$ cat config.mk
export PLATFORM = sky130hd
export DESIGN_NAME = aspc_core
export DESIGN_NICKNAME = d
export VERILOG_FILES = /design/src/aspc_pkg.sv /design/src/aspc_core.sv /design/src/aspc_filter.sv
export VERILOG_INCLUDE_DIRS = /design/src /design/src/src
export SDC_FILE = /design/constraint.sdc
export NUM_CORES = 1
export LEC_CHECK = 0
export BUFFER_PORTS_ARGS = -buffer_cell sky130_fd_sc_hd__buf_2
export CORE_UTILIZATION = 55
export DETAILED_ROUTE_END_ITERATION = 8
export GPL_TIMING_DRIVEN = 0
export PLACE_DENSITY_LB_ADDON = 0.08
export SYNTH_ARGS = -nofsm -noshare
export SYNTH_HDL_FRONTEND = slang
export SYNTH_SLANG_ARGS = --single-unit
$ cat constraint.sdc
create_clock -name clk_i -period 5.3 [get_ports clk_i]
set_clock_uncertainty 0.15 [all_clocks]
set_input_delay 0.53 -clock clk_i [delete_from_list [all_inputs] [get_ports clk_i]]
set_output_delay 0.53 -clock clk_i [all_outputs]
set_load 0.02 [all_outputs]
$ cat src/aspc_defs.svh
// constants for the angle sensor power cycling block
// Summary of operation
// [RL1] new angle sample at one megahertz
// [RL2] first-order low-pass filter, window sets constant
// [RL3] idle stops sampling and filter, output kept
// [RL4] idle keeps configuration and interface logic alive
// [RL5] default direction: angle rises clockwise
// [RL6] configurable direction reversal and zero offset
// [RL7] active mode samples and filters continuously
// [RL8] cycle mode alternates active and idle itself
// [RL9] low-power tick times active and period
// [RL10] cycle mode refresh equals cycle period; the core refreshes every cycle_period_i low-power ticks while cycle_period_i exceeds active_time_i
// [RL11] cycle mode output updates at active end
// [RL12] reads in cycle mode behave as active
// [RL13] enable and cycle pins select power mode
// [RL14] one output turn per electrical period
// [RL15] chip select low freezes output buffer
// [RL16] valid data within 35 us after activation
// [RL17] preset mode starts after chip select high
`ifndef ASPC_DEFS_SVH
`define ASPC_DEFS_SVH
`define ASPC_CLK_HZ 25000000
`define ASPC_SAMPLE_HZ 1000000
`define ASPC_SAMPLE_DIV (`ASPC_CLK_HZ / `ASPC_SAMPLE_HZ)
`define ASPC_LP_HZ 100000
`define ASPC_LP_DIV (`ASPC_CLK_HZ / `ASPC_LP_HZ)
`define ASPC_STARTUP_NS 35000
`define ASPC_STARTUP_CYC ((`ASPC_STARTUP_NS * (`ASPC_CLK_HZ / 1000000)) / 1000)
`define ASPC_FW_MAX 15
`endif

$ cat src/aspc_pkg.sv
// types for the angle sensor power cycling block
package aspc_pkg;
    typedef enum logic [1:0] {
        ASPC_MODE_IDLE,
        ASPC_MODE_ACTIVE,
        ASPC_MODE_CYCLE
    } aspc_mode_e;
    typedef enum logic [1:0] {
        ASPC_ST_WAIT_CS,
        ASPC_ST_IDLE,
        ASPC_ST_ACTIVE
    } aspc_state_e;
endpackage

$ cat src/aspc_core.sv
// angle sensor digital core: sampling, filter, direction, zero, power modes
`timescale 1ns/10ps
`include "aspc_defs.svh"
module aspc_core import aspc_pkg::*; #(
    parameter int WIDTH = 16,
    parameter int FW_BITS = 4,
    parameter int PER_BITS = 16
) (
    input wire logic clk_i,
    input wire logic rst_i,
    input wire logic cs_n_i,
    input wire logic enable_pin_i,
    input wire logic auto_sample_cycle_pin_i,
    input wire logic pins_override_i,
    input wire logic [1:0] mode_cfg_i,
    input wire logic [FW_BITS-1:0] filter_window_i,
    input wire logic reverse_dir_i,
    input wire logic [WIDTH-1:0] zero_angle_i,
    input wire logic [PER_BITS-1:0] active_time_i,
    input wire logic [PER_BITS-1:0] cycle_period_i,
    input wire logic [WIDTH-1:0] raw_angle_i,
    output logic [WIDTH-1:0] angle_o,
    output logic front_end_on_o,
    output logic data_valid_o,
    output logic [1:0] mode_o
);
    localparam int SDIV = `ASPC_SAMPLE_DIV;
    localparam int LDIV = `ASPC_LP_DIV;
    localparam int SUCYC = `ASPC_STARTUP_CYC;
    if (WIDTH < 8 || PER_BITS < 2 || SDIV < 2 || SDIV > 256 || LDIV < 2 || LDIV > 65536
        || SUCYC < 1 || SUCYC > 65535) begin : g_bad_params
        $error("aspc_core: bad parameters");
    end
    ////////////////////////////////////////////////////////////////////////////
    // pin synchronisers: pins come from the master's domain
    logic [2:0] pin_s1;
    logic [2:0] pin_s2;
    always_ff @(posedge clk_i) begin
        // reset low: a chip select never driven high must not release the preset mode
        if (rst_i) begin
            pin_s1 <= 3'h0;
            pin_s2 <= 3'h0;
        end else begin
            pin_s1 <= {cs_n_i, enable_pin_i, auto_sample_cycle_pin_i};
            pin_s2 <= pin_s1;
        end
    end
    logic cs_n_s;
    logic en_s;
    logic asc_s;
    assign cs_n_s = pin_s2[2];
    assign en_s = pin_s2[1];
    assign asc_s = pin_s2[0];
    function automatic aspc_mode_e decode_mode(input logic en, input logic auto_sample_cycle);
        if (auto_sample_cycle) begin
            return ASPC_MODE_CYCLE;
        end else if (en) begin
            return ASPC_MODE_ACTIVE;
        end
        return ASPC_MODE_IDLE;
    endfunction
    aspc_mode_e sel_mode;
    always_comb begin
        if (pins_override_i) begin
            sel_mode = decode_mode(en_s, asc_s); // RL13
        end else begin
            sel_mode = aspc_mode_e'(mode_cfg_i);
        end
    end
    ////////////////////////////////////////////////////////////////////////////
    // dividers: sample tick and low-power tick
    logic [7:0] sdiv_cnt;
    logic [15:0] ldiv_cnt;
    logic [7:0] next_sdiv_cnt;
    logic [15:0] next_ldiv_cnt;
    logic sample_tick;
    logic lp_tick;
    always_comb begin
        sample_tick = (sdiv_cnt == 8'(SDIV - 1));
        lp_tick = (ldiv_cnt == 16'(LDIV - 1));
        next_sdiv_cnt = sample_tick ? 8'h00 : sdiv_cnt + 8'h01; // RL1
        next_ldiv_cnt = lp_tick ? 16'h0000 : ldiv_cnt + 16'h0001; // RL9
    end
    always_ff @(posedge clk_i) begin
        if (rst_i) begin
            sdiv_cnt <= 8'h00;
            ldiv_cnt <= 16'h0000;
        end else begin
            sdiv_cnt <= next_sdiv_cnt;
            ldiv_cnt <= next_ldiv_cnt;
        end
    end
    ////////////////////////////////////////////////////////////////////////////
    // power state machine
    aspc_state_e state;
    aspc_state_e next_state;
    logic [PER_BITS-1:0] cyc_cnt;
    logic [PER_BITS-1:0] next_cyc_cnt;
    logic [15:0] su_cnt;
    logic [15:0] next_su_cnt;
    logic fe_on;
    logic valid;
    logic next_valid;
    logic load_out;
    logic first_sample;
    always_comb begin
        next_state = state;
        next_cyc_cnt = cyc_cnt;
        next_su_cnt = su_cnt;
        next_valid = valid;
        load_out = 1'b0;
        case (state)
            ASPC_ST_WAIT_CS: begin
                if (cs_n_s) begin
                    next_state = ASPC_ST_IDLE; // RL17
                end
            end
            ASPC_ST_IDLE: begin
                if (sel_mode == ASPC_MODE_ACTIVE) begin
                    next_state = ASPC_ST_ACTIVE;
                    next_su_cnt = 16'h0000;
                end else if (sel_mode == ASPC_MODE_CYCLE) begin
                    if (lp_tick) begin
                        next_cyc_cnt = cyc_cnt + 1'b1;
                    end
                    if (lp_tick && cyc_cnt + 1'b1 >= cycle_period_i) begin
                        next_state = ASPC_ST_ACTIVE; // RL8
                        next_cyc_cnt = '0;
                        next_su_cnt = 16'h0000;
                    end
                end
            end
            ASPC_ST_ACTIVE: begin
                if (su_cnt != 16'(SUCYC)) begin
                    next_su_cnt = su_cnt + 16'h0001;
                end else begin
                    next_valid = 1'b1; // RL16
                end
                if (sel_mode == ASPC_MODE_IDLE) begin
                    next_state = ASPC_ST_IDLE; // RL3
                end else if (sel_mode == ASPC_MODE_CYCLE) begin
                    if (lp_tick) begin
                        next_cyc_cnt = cyc_cnt + 1'b1;
                    end
                    if (lp_tick && cyc_cnt + 1'b1 >= active_time_i) begin
                        next_state = ASPC_ST_IDLE; // RL9
                        load_out = 1'b1; // RL11
                        next_valid = 1'b1;
                    end
                end else begin
                    next_cyc_cnt = '0;
                    load_out = sample_tick; // RL7
                end
            end
            default: begin
                next_state = ASPC_ST_WAIT_CS;
            end
        endcase
    end
    always_ff @(posedge clk_i) begin
        if (rst_i) begin
            state <= ASPC_ST_WAIT_CS;
            cyc_cnt <= '0;
            su_cnt <= 16'h0000;
            valid <= 1'b0;
        end else begin
            state <= next_state;
            cyc_cnt <= next_cyc_cnt;
            su_cnt <= next_su_cnt;
            valid <= next_valid;
        end
    end
    assign fe_on = (state == ASPC_ST_ACTIVE);
    assign first_sample = fe_on && (su_cnt == 16'h0000);
    ////////////////////////////////////////////////////////////////////////////
    // filter only clocks its state while active; idle leaves it frozen
    logic [WIDTH-1:0] filt;
    aspc_filter #(
        .WIDTH(WIDTH),
        .FW_BITS(FW_BITS)
    ) u_filter (
        .clk_i(clk_i),
        .rst_i(rst_i),
        .en_i(fe_on),
        .load_i(first_sample),
        .sample_i(sample_tick),
        .data_i(raw_angle_i),
        .filter_window_i(filter_window_i),
        .data_o(filt)
    );
    ////////////////////////////////////////////////////////////////////////////
    // direction and zero; modulo wrap gives one turn per electrical period
    logic [WIDTH-1:0] oriented;
    logic [WIDTH-1:0] corrected;
    always_comb begin
        oriented = reverse_dir_i ? WIDTH'(~filt + 1'b1) : filt; // RL5 RL6
        corrected = oriented - zero_angle_i; // RL6 RL14
    end
    ////////////////////////////////////////////////////////////////////////////
    // output buffer, frozen while chip select is low
    logic [WIDTH-1:0] out_buf;
    logic [WIDTH-1:0] next_out_buf;
    logic [1:0] next_mode;
    always_comb begin
        next_out_buf = out_buf;
        if (load_out && cs_n_s) begin
            next_out_buf = corrected; // RL15 RL12 RL10
        end
        next_mode = 2'(sel_mode);
    end
    always_ff @(posedge clk_i) begin
        if (rst_i) begin
            out_buf <= '0;
            angle_o <= '0;
            front_end_on_o <= 1'b0;
            data_valid_o <= 1'b0;
            mode_o <= 2'h0;
        end else begin
            out_buf <= next_out_buf; // RL4
            angle_o <= next_out_buf;
            front_end_on_o <= (next_state == ASPC_ST_ACTIVE);
            data_valid_o <= next_valid;
            mode_o <= next_mode;
        end
    end
endmodule

$ cat src/aspc_filter.sv
// first-order low-pass filter with shift-selected time constant
`timescale 1ns/10ps
module aspc_filter #(
    parameter int WIDTH = 16,
    parameter int FW_BITS = 4
) (
    input wire logic clk_i,
    input wire logic rst_i,
    input wire logic en_i,
    input wire logic load_i,
    input wire logic sample_i,
    input wire logic [WIDTH-1:0] data_i,
    input wire logic [FW_BITS-1:0] filter_window_i,
    output logic [WIDTH-1:0] data_o
);
    localparam int ACC_W = WIDTH + (1 << FW_BITS);
    if (WIDTH < 2 || FW_BITS < 1 || FW_BITS > 4) begin : g_bad_params
        $error("aspc_filter: bad parameters");
    end
    logic [ACC_W-1:0] acc;
    logic [ACC_W-1:0] next_acc;
    logic [WIDTH:0] diff;
    logic [ACC_W-1:0] step;
    ////////////////////////////////////////////////////////////////////////////
    // circular difference keeps the wrap at full turn from dragging the average
    always_comb begin
        diff = {1'b0, data_i} - {1'b0, acc[ACC_W-1 -: WIDTH]};
        // larger window, larger step: the top setting halves the error each sample
        step = ACC_W'({{(ACC_W-WIDTH){diff[WIDTH-1]}}, diff[WIDTH-1:0]} << filter_window_i);
        next_acc = acc;
        if (load_i) begin
            next_acc = {data_i, {(ACC_W-WIDTH){1'b0}}};
        end else if (en_i && sample_i) begin
            next_acc = acc + step; // RL2
        end
    end
    always_ff @(posedge clk_i) begin
        if (rst_i) begin
            acc <= '0;
        end else begin
            acc <= next_acc;
        end
    end
    assign data_o = acc[ACC_W-1 -: WIDTH];
endmodule

-- Word-level counts from Yosys, hierarchy flattened
Cells that the tools add are included.
- bits in registers: 116
- latch bits: 0
- memory bits (writable): 0
- ROM bits: 0
- input bits: 77
- memories: 0
- add/sub/neg operators: 8
- multiply operators: 0
- divide/modulo/power cells: 0
- magnitude comparators: 2
- equal/unequal tests: 14
- shifts and indexed selects: 1
- mux-type cells: 38
- bitwise gates (word level): 1
- reduce and logical (&&, ||, !) cells: 15
- operators with widths (cell ; number):
    16-bit two-way mux ; 11
    16-bit by 1-bit adder with 16-bit output (second input constant) ; 4
    32-bit two-way mux ; 2
    16-bit one-hot mux with 2 select lines ; 2
    32-bit adder ; 1
    16-bit >= comparator ; 2
    32-bit by 4-bit << shifter with 32-bit output ; 1
    16-bit subtractor ; 2
    2-bit two-way mux ; 11
    16-bit by 8-bit == test with 1-bit output (second input constant) ; 1
    16-bit zero test ; 1
    16-bit by 10-bit inequality test with 1-bit output (second input constant) ; 1
    16-bit inverter ; 1
    1-bit two-way mux ; 11
    8-bit by 1-bit adder with 8-bit output (second input constant) ; 1
    8-bit by 5-bit == test with 1-bit output (second input constant) ; 1
    4-bit AND reduction ; 2
    2-bit == test (second input constant) ; 3
    2-bit inequality test (second input constant) ; 3
    3-bit inequality test (second input constant) ; 2
    2-bit one-hot mux with 3 select lines ; 1
    2-bit OR reduction ; 3
    1-bit logical AND ; 5
    2-bit by 1-bit == test with 1-bit output (second input constant) ; 2
    3 further kinds ; 5

-- Longest topological paths before layout
- depth after elaboration: 10
- depth in mapped cells: 23
- depth with buffers taken out: 22

-- Cells and area by module
A second synthesis with hierarchy kept.
- cell total of the unflattened synthesis: 1376
- area total of the unflattened synthesis: 10587.7 µm²
- modules (own cells, without submodules) (module ; times used ; cells an instance ; area each (µm²) ; sequential area each (µm²)):
    aspc_core ; 1 ; 695 ; 5650.4 ; 1681.6
    aspc_filter ; 1 ; 681 ; 4937.2 ; 640.6

-- Least setup slack after synthesis
No wires, ideal clock.
- path kind: in2reg
- start: input raw_angle_i[1]
- end: register u_filter.acc[31]
- arrival: 4.916 ns
- required time: 5.062 ns
- setup slack: 0.146 ns
- stages on the path: 20
- path through: ha_1 -> nor2b_1 -> o31a_1 -> o41a_1 -> o2111a_1 -> o31ai_1 -> o211ai_1 -> o21ai_2 -> mux2i_1 -> mux2_1 -> ha_1 -> nand2_1 -> nor2_1 -> a2111oi_4 -> a211oi_2 -> o41ai_4 -> o31ai_2 -> xor2_1 -> or3_1 -> a311oi_2
- longest elaborated chain between the ends: 5
- ends and longest elaborated chain (element ; line ; RTL):
    start, declared ; aspc_core.sv:21 ; input wire logic [WIDTH-1:0] raw_angle_i,
    16-bit subtractor ; aspc_filter.sv:27 ; diff = {1'b0, data_i} - {1'b0, acc[ACC_W-1 -: WIDTH]};
    32-bit by 4-bit << shifter with 32-bit output ; aspc_filter.sv:29 ; step = ACC_W'({{(ACC_W-WIDTH){diff[WIDTH-1]}}, diff[WIDTH-1:0]} << filter_window_i);
    32-bit adder ; aspc_filter.sv:34 ; next_acc = acc + step;
    32-bit two-way mux ; aspc_filter.sv:33 ; end else if (en_i && sample_i) begin
    32-bit two-way mux ; aspc_filter.sv:31 ; if (load_i) begin
    end signal, assigned ; aspc_filter.sv:41 ; acc <= next_acc;
    end, declared ; aspc_filter.sv:20 ; logic [ACC_W-1:0] acc;
Every way passes these cells. The select of a mux whose other input is x is not followed.
A chain may end at the register's enable or synchronous reset.

-- Worst setup path after layout
- start: register u_filter.acc[17]
- end: register u_filter.acc[31]
- longest elaborated chain between the ends: 5
- ends and longest elaborated chain (element ; line):
    16-bit subtractor ; aspc_filter.sv:27
    32-bit by 4-bit << shifter with 32-bit output ; aspc_filter.sv:29
    32-bit adder (*) ; aspc_filter.sv:34
    32-bit two-way mux (*) ; aspc_filter.sv:33
    32-bit two-way mux (*) ; aspc_filter.sv:31
Mark *: on every way between the ends. The rest lies on a longest branch, timed or not. The select of a mux whose other input is x is not followed.

==> out/results.txt <==
Vias -> 10100
DPL Wire Length -> 22.0 mm
RSZ-0062 raised after global routing -> yes
Internal -> 0.00186 W
EDFF count, synth -> 0
Final Hold Vio Count -> 0
Least-Margin Pin Slew -> 0.855 ns
largest net degree at the start of global routing -> 17
hold crit path type -> primary input to register
total track usage -> 30.2%
synthesized instance count -> 1305
CP Capture Type -> register
sequential fraction of design power -> 32.3%
Synth Cell Area -> 0.0101 mm2
Initial Util -> 56.2%
VDD IR-drop max -> 243 uV
Comb pwr share -> 26.3%
post-synth cell types -> 85
Seq cells post-synth -> 116
number of global-route vias before repair -> 8781
final worst-path cycle share -> 105%
utilization after layout -> 68.0%
Worst EP arrival -> 5.73 ns
P_leak -> 5.46 nW
Post-Route WL -> 29.3 mm
clock slew at reported path FFs -> 0.06 ns
failing checks -> negative setup slack
syn_area_per_cell -> 7.73 um2
Critical Path RT -> 5.48 ns
hold slack -> 0.194 ns
share of post-route cells with drive strength above 1 -> 19.8%
diode count -> 0
Yosys top cell area share -> 23.0%
type of origin of the critical path -> register
Root Driver -> clkbuf_16
CTS hold repair buffers -> 0
clock tree from TritonCTS -> built
setup ws final -> -0.252 ns
first-pass GRT wire length -> 44.1 mm
Setup TNS -> -0.753 ns
Clock Power Share -> 41.4%
WS Path Type -> register to register
DRC violations left -> 0
Place WS -> -0.895 ns
DRT Pass-1 Iters -> 6
Synth warnings -> 0
worst rel slew slack -> 43.0%
ys async rst share -> 0%
H-tree depth -> 4
Rows -> 49
Placer Congestion -> 0.937
core area -> 0.0180 mm2
Num CTS Buffers -> 17
Final ANT Viol Nets -> 0
endpoints failing setup -> 4
max-cap violations -> 0
WL per Instance -> 17.3 um
Main synth FF type -> dfxtp_1
sequential area share after synthesis -> 23.0%
CP Max Fanout -> 9
Clock Path Buffers -> 2
most frequent cell after synthesis -> nor2_1
Synth Net Count -> 1491
leading area contributor after synthesis -> dfxtp_1
Post-synth top cells -> nor2_1, dfxtp_1, nand2_1
Layout area overhead -> 21.0%
minimum clock period after layout -> 5.55 ns
Final nets -> 1640
dominant cells by area after synthesis -> dfxtp_1, ha_1, nor2_1, xnor2_1, a21oi_1
# fillers -> 1547
max-slew violation count -> 0
clk sinks -> 116
total grt overflow -> 0
outcome -> finished, violations left
Sw Ratio -> 32.3%
Die X -> 137 um
Power Dens Cells -> 225 mW/mm2
I/O pin cnt -> 97
Worst-Skew Late Latency -> 0.43 ns
initial DRC count -> 818
Vias/cell -> 5.93
Max Freq -> 180 MHz
Die Footprint -> 0.0189 mm2
die height -> 137 um
number of buffers added on ports -> 95
Sw Pwr -> 0.000887 W
initial antenna violation count -> 0
-- timing repair --
action                                  4_1_cts  5_1_grt
pin swaps                                    22       37
hold endpoints to repair                      0        0
resized for setup                            39       84
endpoints found under the setup margin       17       15
buffers inserted                             14       26
-- sequential cells by signal, indices dropped and copies added (netlist names) --
signal / count
u_filter.acc: 32
pin_s1: 3
su_cnt: 16
pin_s2: 3
cyc_cnt: 16
mode_o: 2
front_end_on_o: 1
sdiv_cnt: 8
ldiv_cnt: 16
state: 2
out_buf: 16
data_valid_o: 1
-- critical path, cell delays in order, from the launching register on --
cell,delay [ns]
dfxtp_4,0.37
inv_6,0.04
ha_4,0.20
nor2b_4,0.12
o31a_1,0.26
o41a_1,0.45
a21oi_4,0.29
o21ai_2,0.14
xnor2_4,0.35
buf_4,0.18
buf_4,0.09
nor3_1,0.03
a31oi_1,0.15
o221ai_1,0.18
ha_1,0.41
nand2_1,0.19
nor2_2,0.18
nand4_1,0.13
a211oi_2,0.16
buf_4,0.17
o41ai_4,0.08
buf_4,0.17
o31ai_4,0.25
xor2_1,0.13
or3_1,0.34
a311oi_2,0.23
-- cells by family (layout without fill, tap and decap cells) --
| group | after synthesis | in the layout | share of synthesized area [%] |
|---|---|---|---|
| and+or+nand+nor | 455 | 455 | 21.2 |
| buffers and inverters | 148 | 310 | 5.71 |
| DFF | 116 | 116 | 23.0 |
| AOI/OAI and AO/OA | 334 | 334 | 23.0 |
| adders and majority gates | 109 | 109 | 13.7 |
| xor gates and xnor gates | 115 | 115 | 10.2 |
| muxes | 28 | 28 | 3.14 |
-- final timing paths --
kind	endpoint	slack (ns)	from	cells past startpoint
min	pin_s1[1]	0.19	enable_pin_i	2
min reg2reg	pin_s2[0]	0.29	pin_s1[0]	1
max reg2reg	u_filter.acc[31]	-0.25	u_filter.acc[17]	25
max	u_filter.acc[31]	-0.25	u_filter.acc[17]	25
-- per-stage QoR --
step	cell area, um2	total power [W]	instances
6_report	12200	0.00275	1696
5_1_grt	12200	0.00286	1696
4_1_cts	11700	0.00267	1673
3_5_place_dp	10800	0.00150	1629
3_3_place_gp	10800	0.00149	1629
2_1_floorplan	10100	0.00134	1305
-- layer usage --
layer	vias up	global-route usage, %	part of all wire [%]
met4	0	7.94	1.7
li1	4958	-	-
met3	47	4.30	7.5
met2	391	46.3	44
met5	-	0	0
met1	4664	43.6	47
-- cell usage in the layout (no fill, tap or decap), types with 12 or more instances in the layout --
cell type / instances
nor2_1: 151
nand2_1: 108
dfxtp_1: 103
buf_2: 99
inv_1: 99
a21oi_1: 92
ha_1: 88
xnor2_1: 61
xor2_1: 49
nand3_1: 38
buf_4: 37
o21ai_0: 37
a21o_1: 36
clkbuf_1: 32
nor3_1: 29
and3_1: 21
o21a_1: 20
nor2b_1: 19
clkbuf_16: 17
nand4_1: 16
mux2i_1: 16
and2_1: 13
a31oi_1: 12
-- power by group through the flow --
| stage | Sequential, W | Combinational [W] | Clock [W] |
|---|---|---|---|
| floorplan | 0.000909 | 0.000431 | 0 |
| CTS | 0.000891 | 0.000628 | 0.00115 |
| global placement | 0.000911 | 0.000583 | 0 |
| global route | 0.000889 | 0.000779 | 0.00119 |
| detailed placement | 0.000911 | 0.000588 | 0 |
| finish | 0.000889 | 0.000723 | 0.00114 |
-- cell type report --
class | instances | area [um2] | area share (%)
Timing Repair Buffer | 133 | 772 | 6.32
Buffer | 43 | 181 | 1.49
Tap cell | 229 | 287 | 2.35
Multi-Input combinational cell | 1041 | 7650 | 62.6
Inverter | 102 | 388 | 3.18
Sequential cell | 116 | 2360 | 19.3
Clock buffer | 19 | 453 | 3.71
Clock inverter | 13 | 123 | 1.00
(Power assumes the default switching activity.)
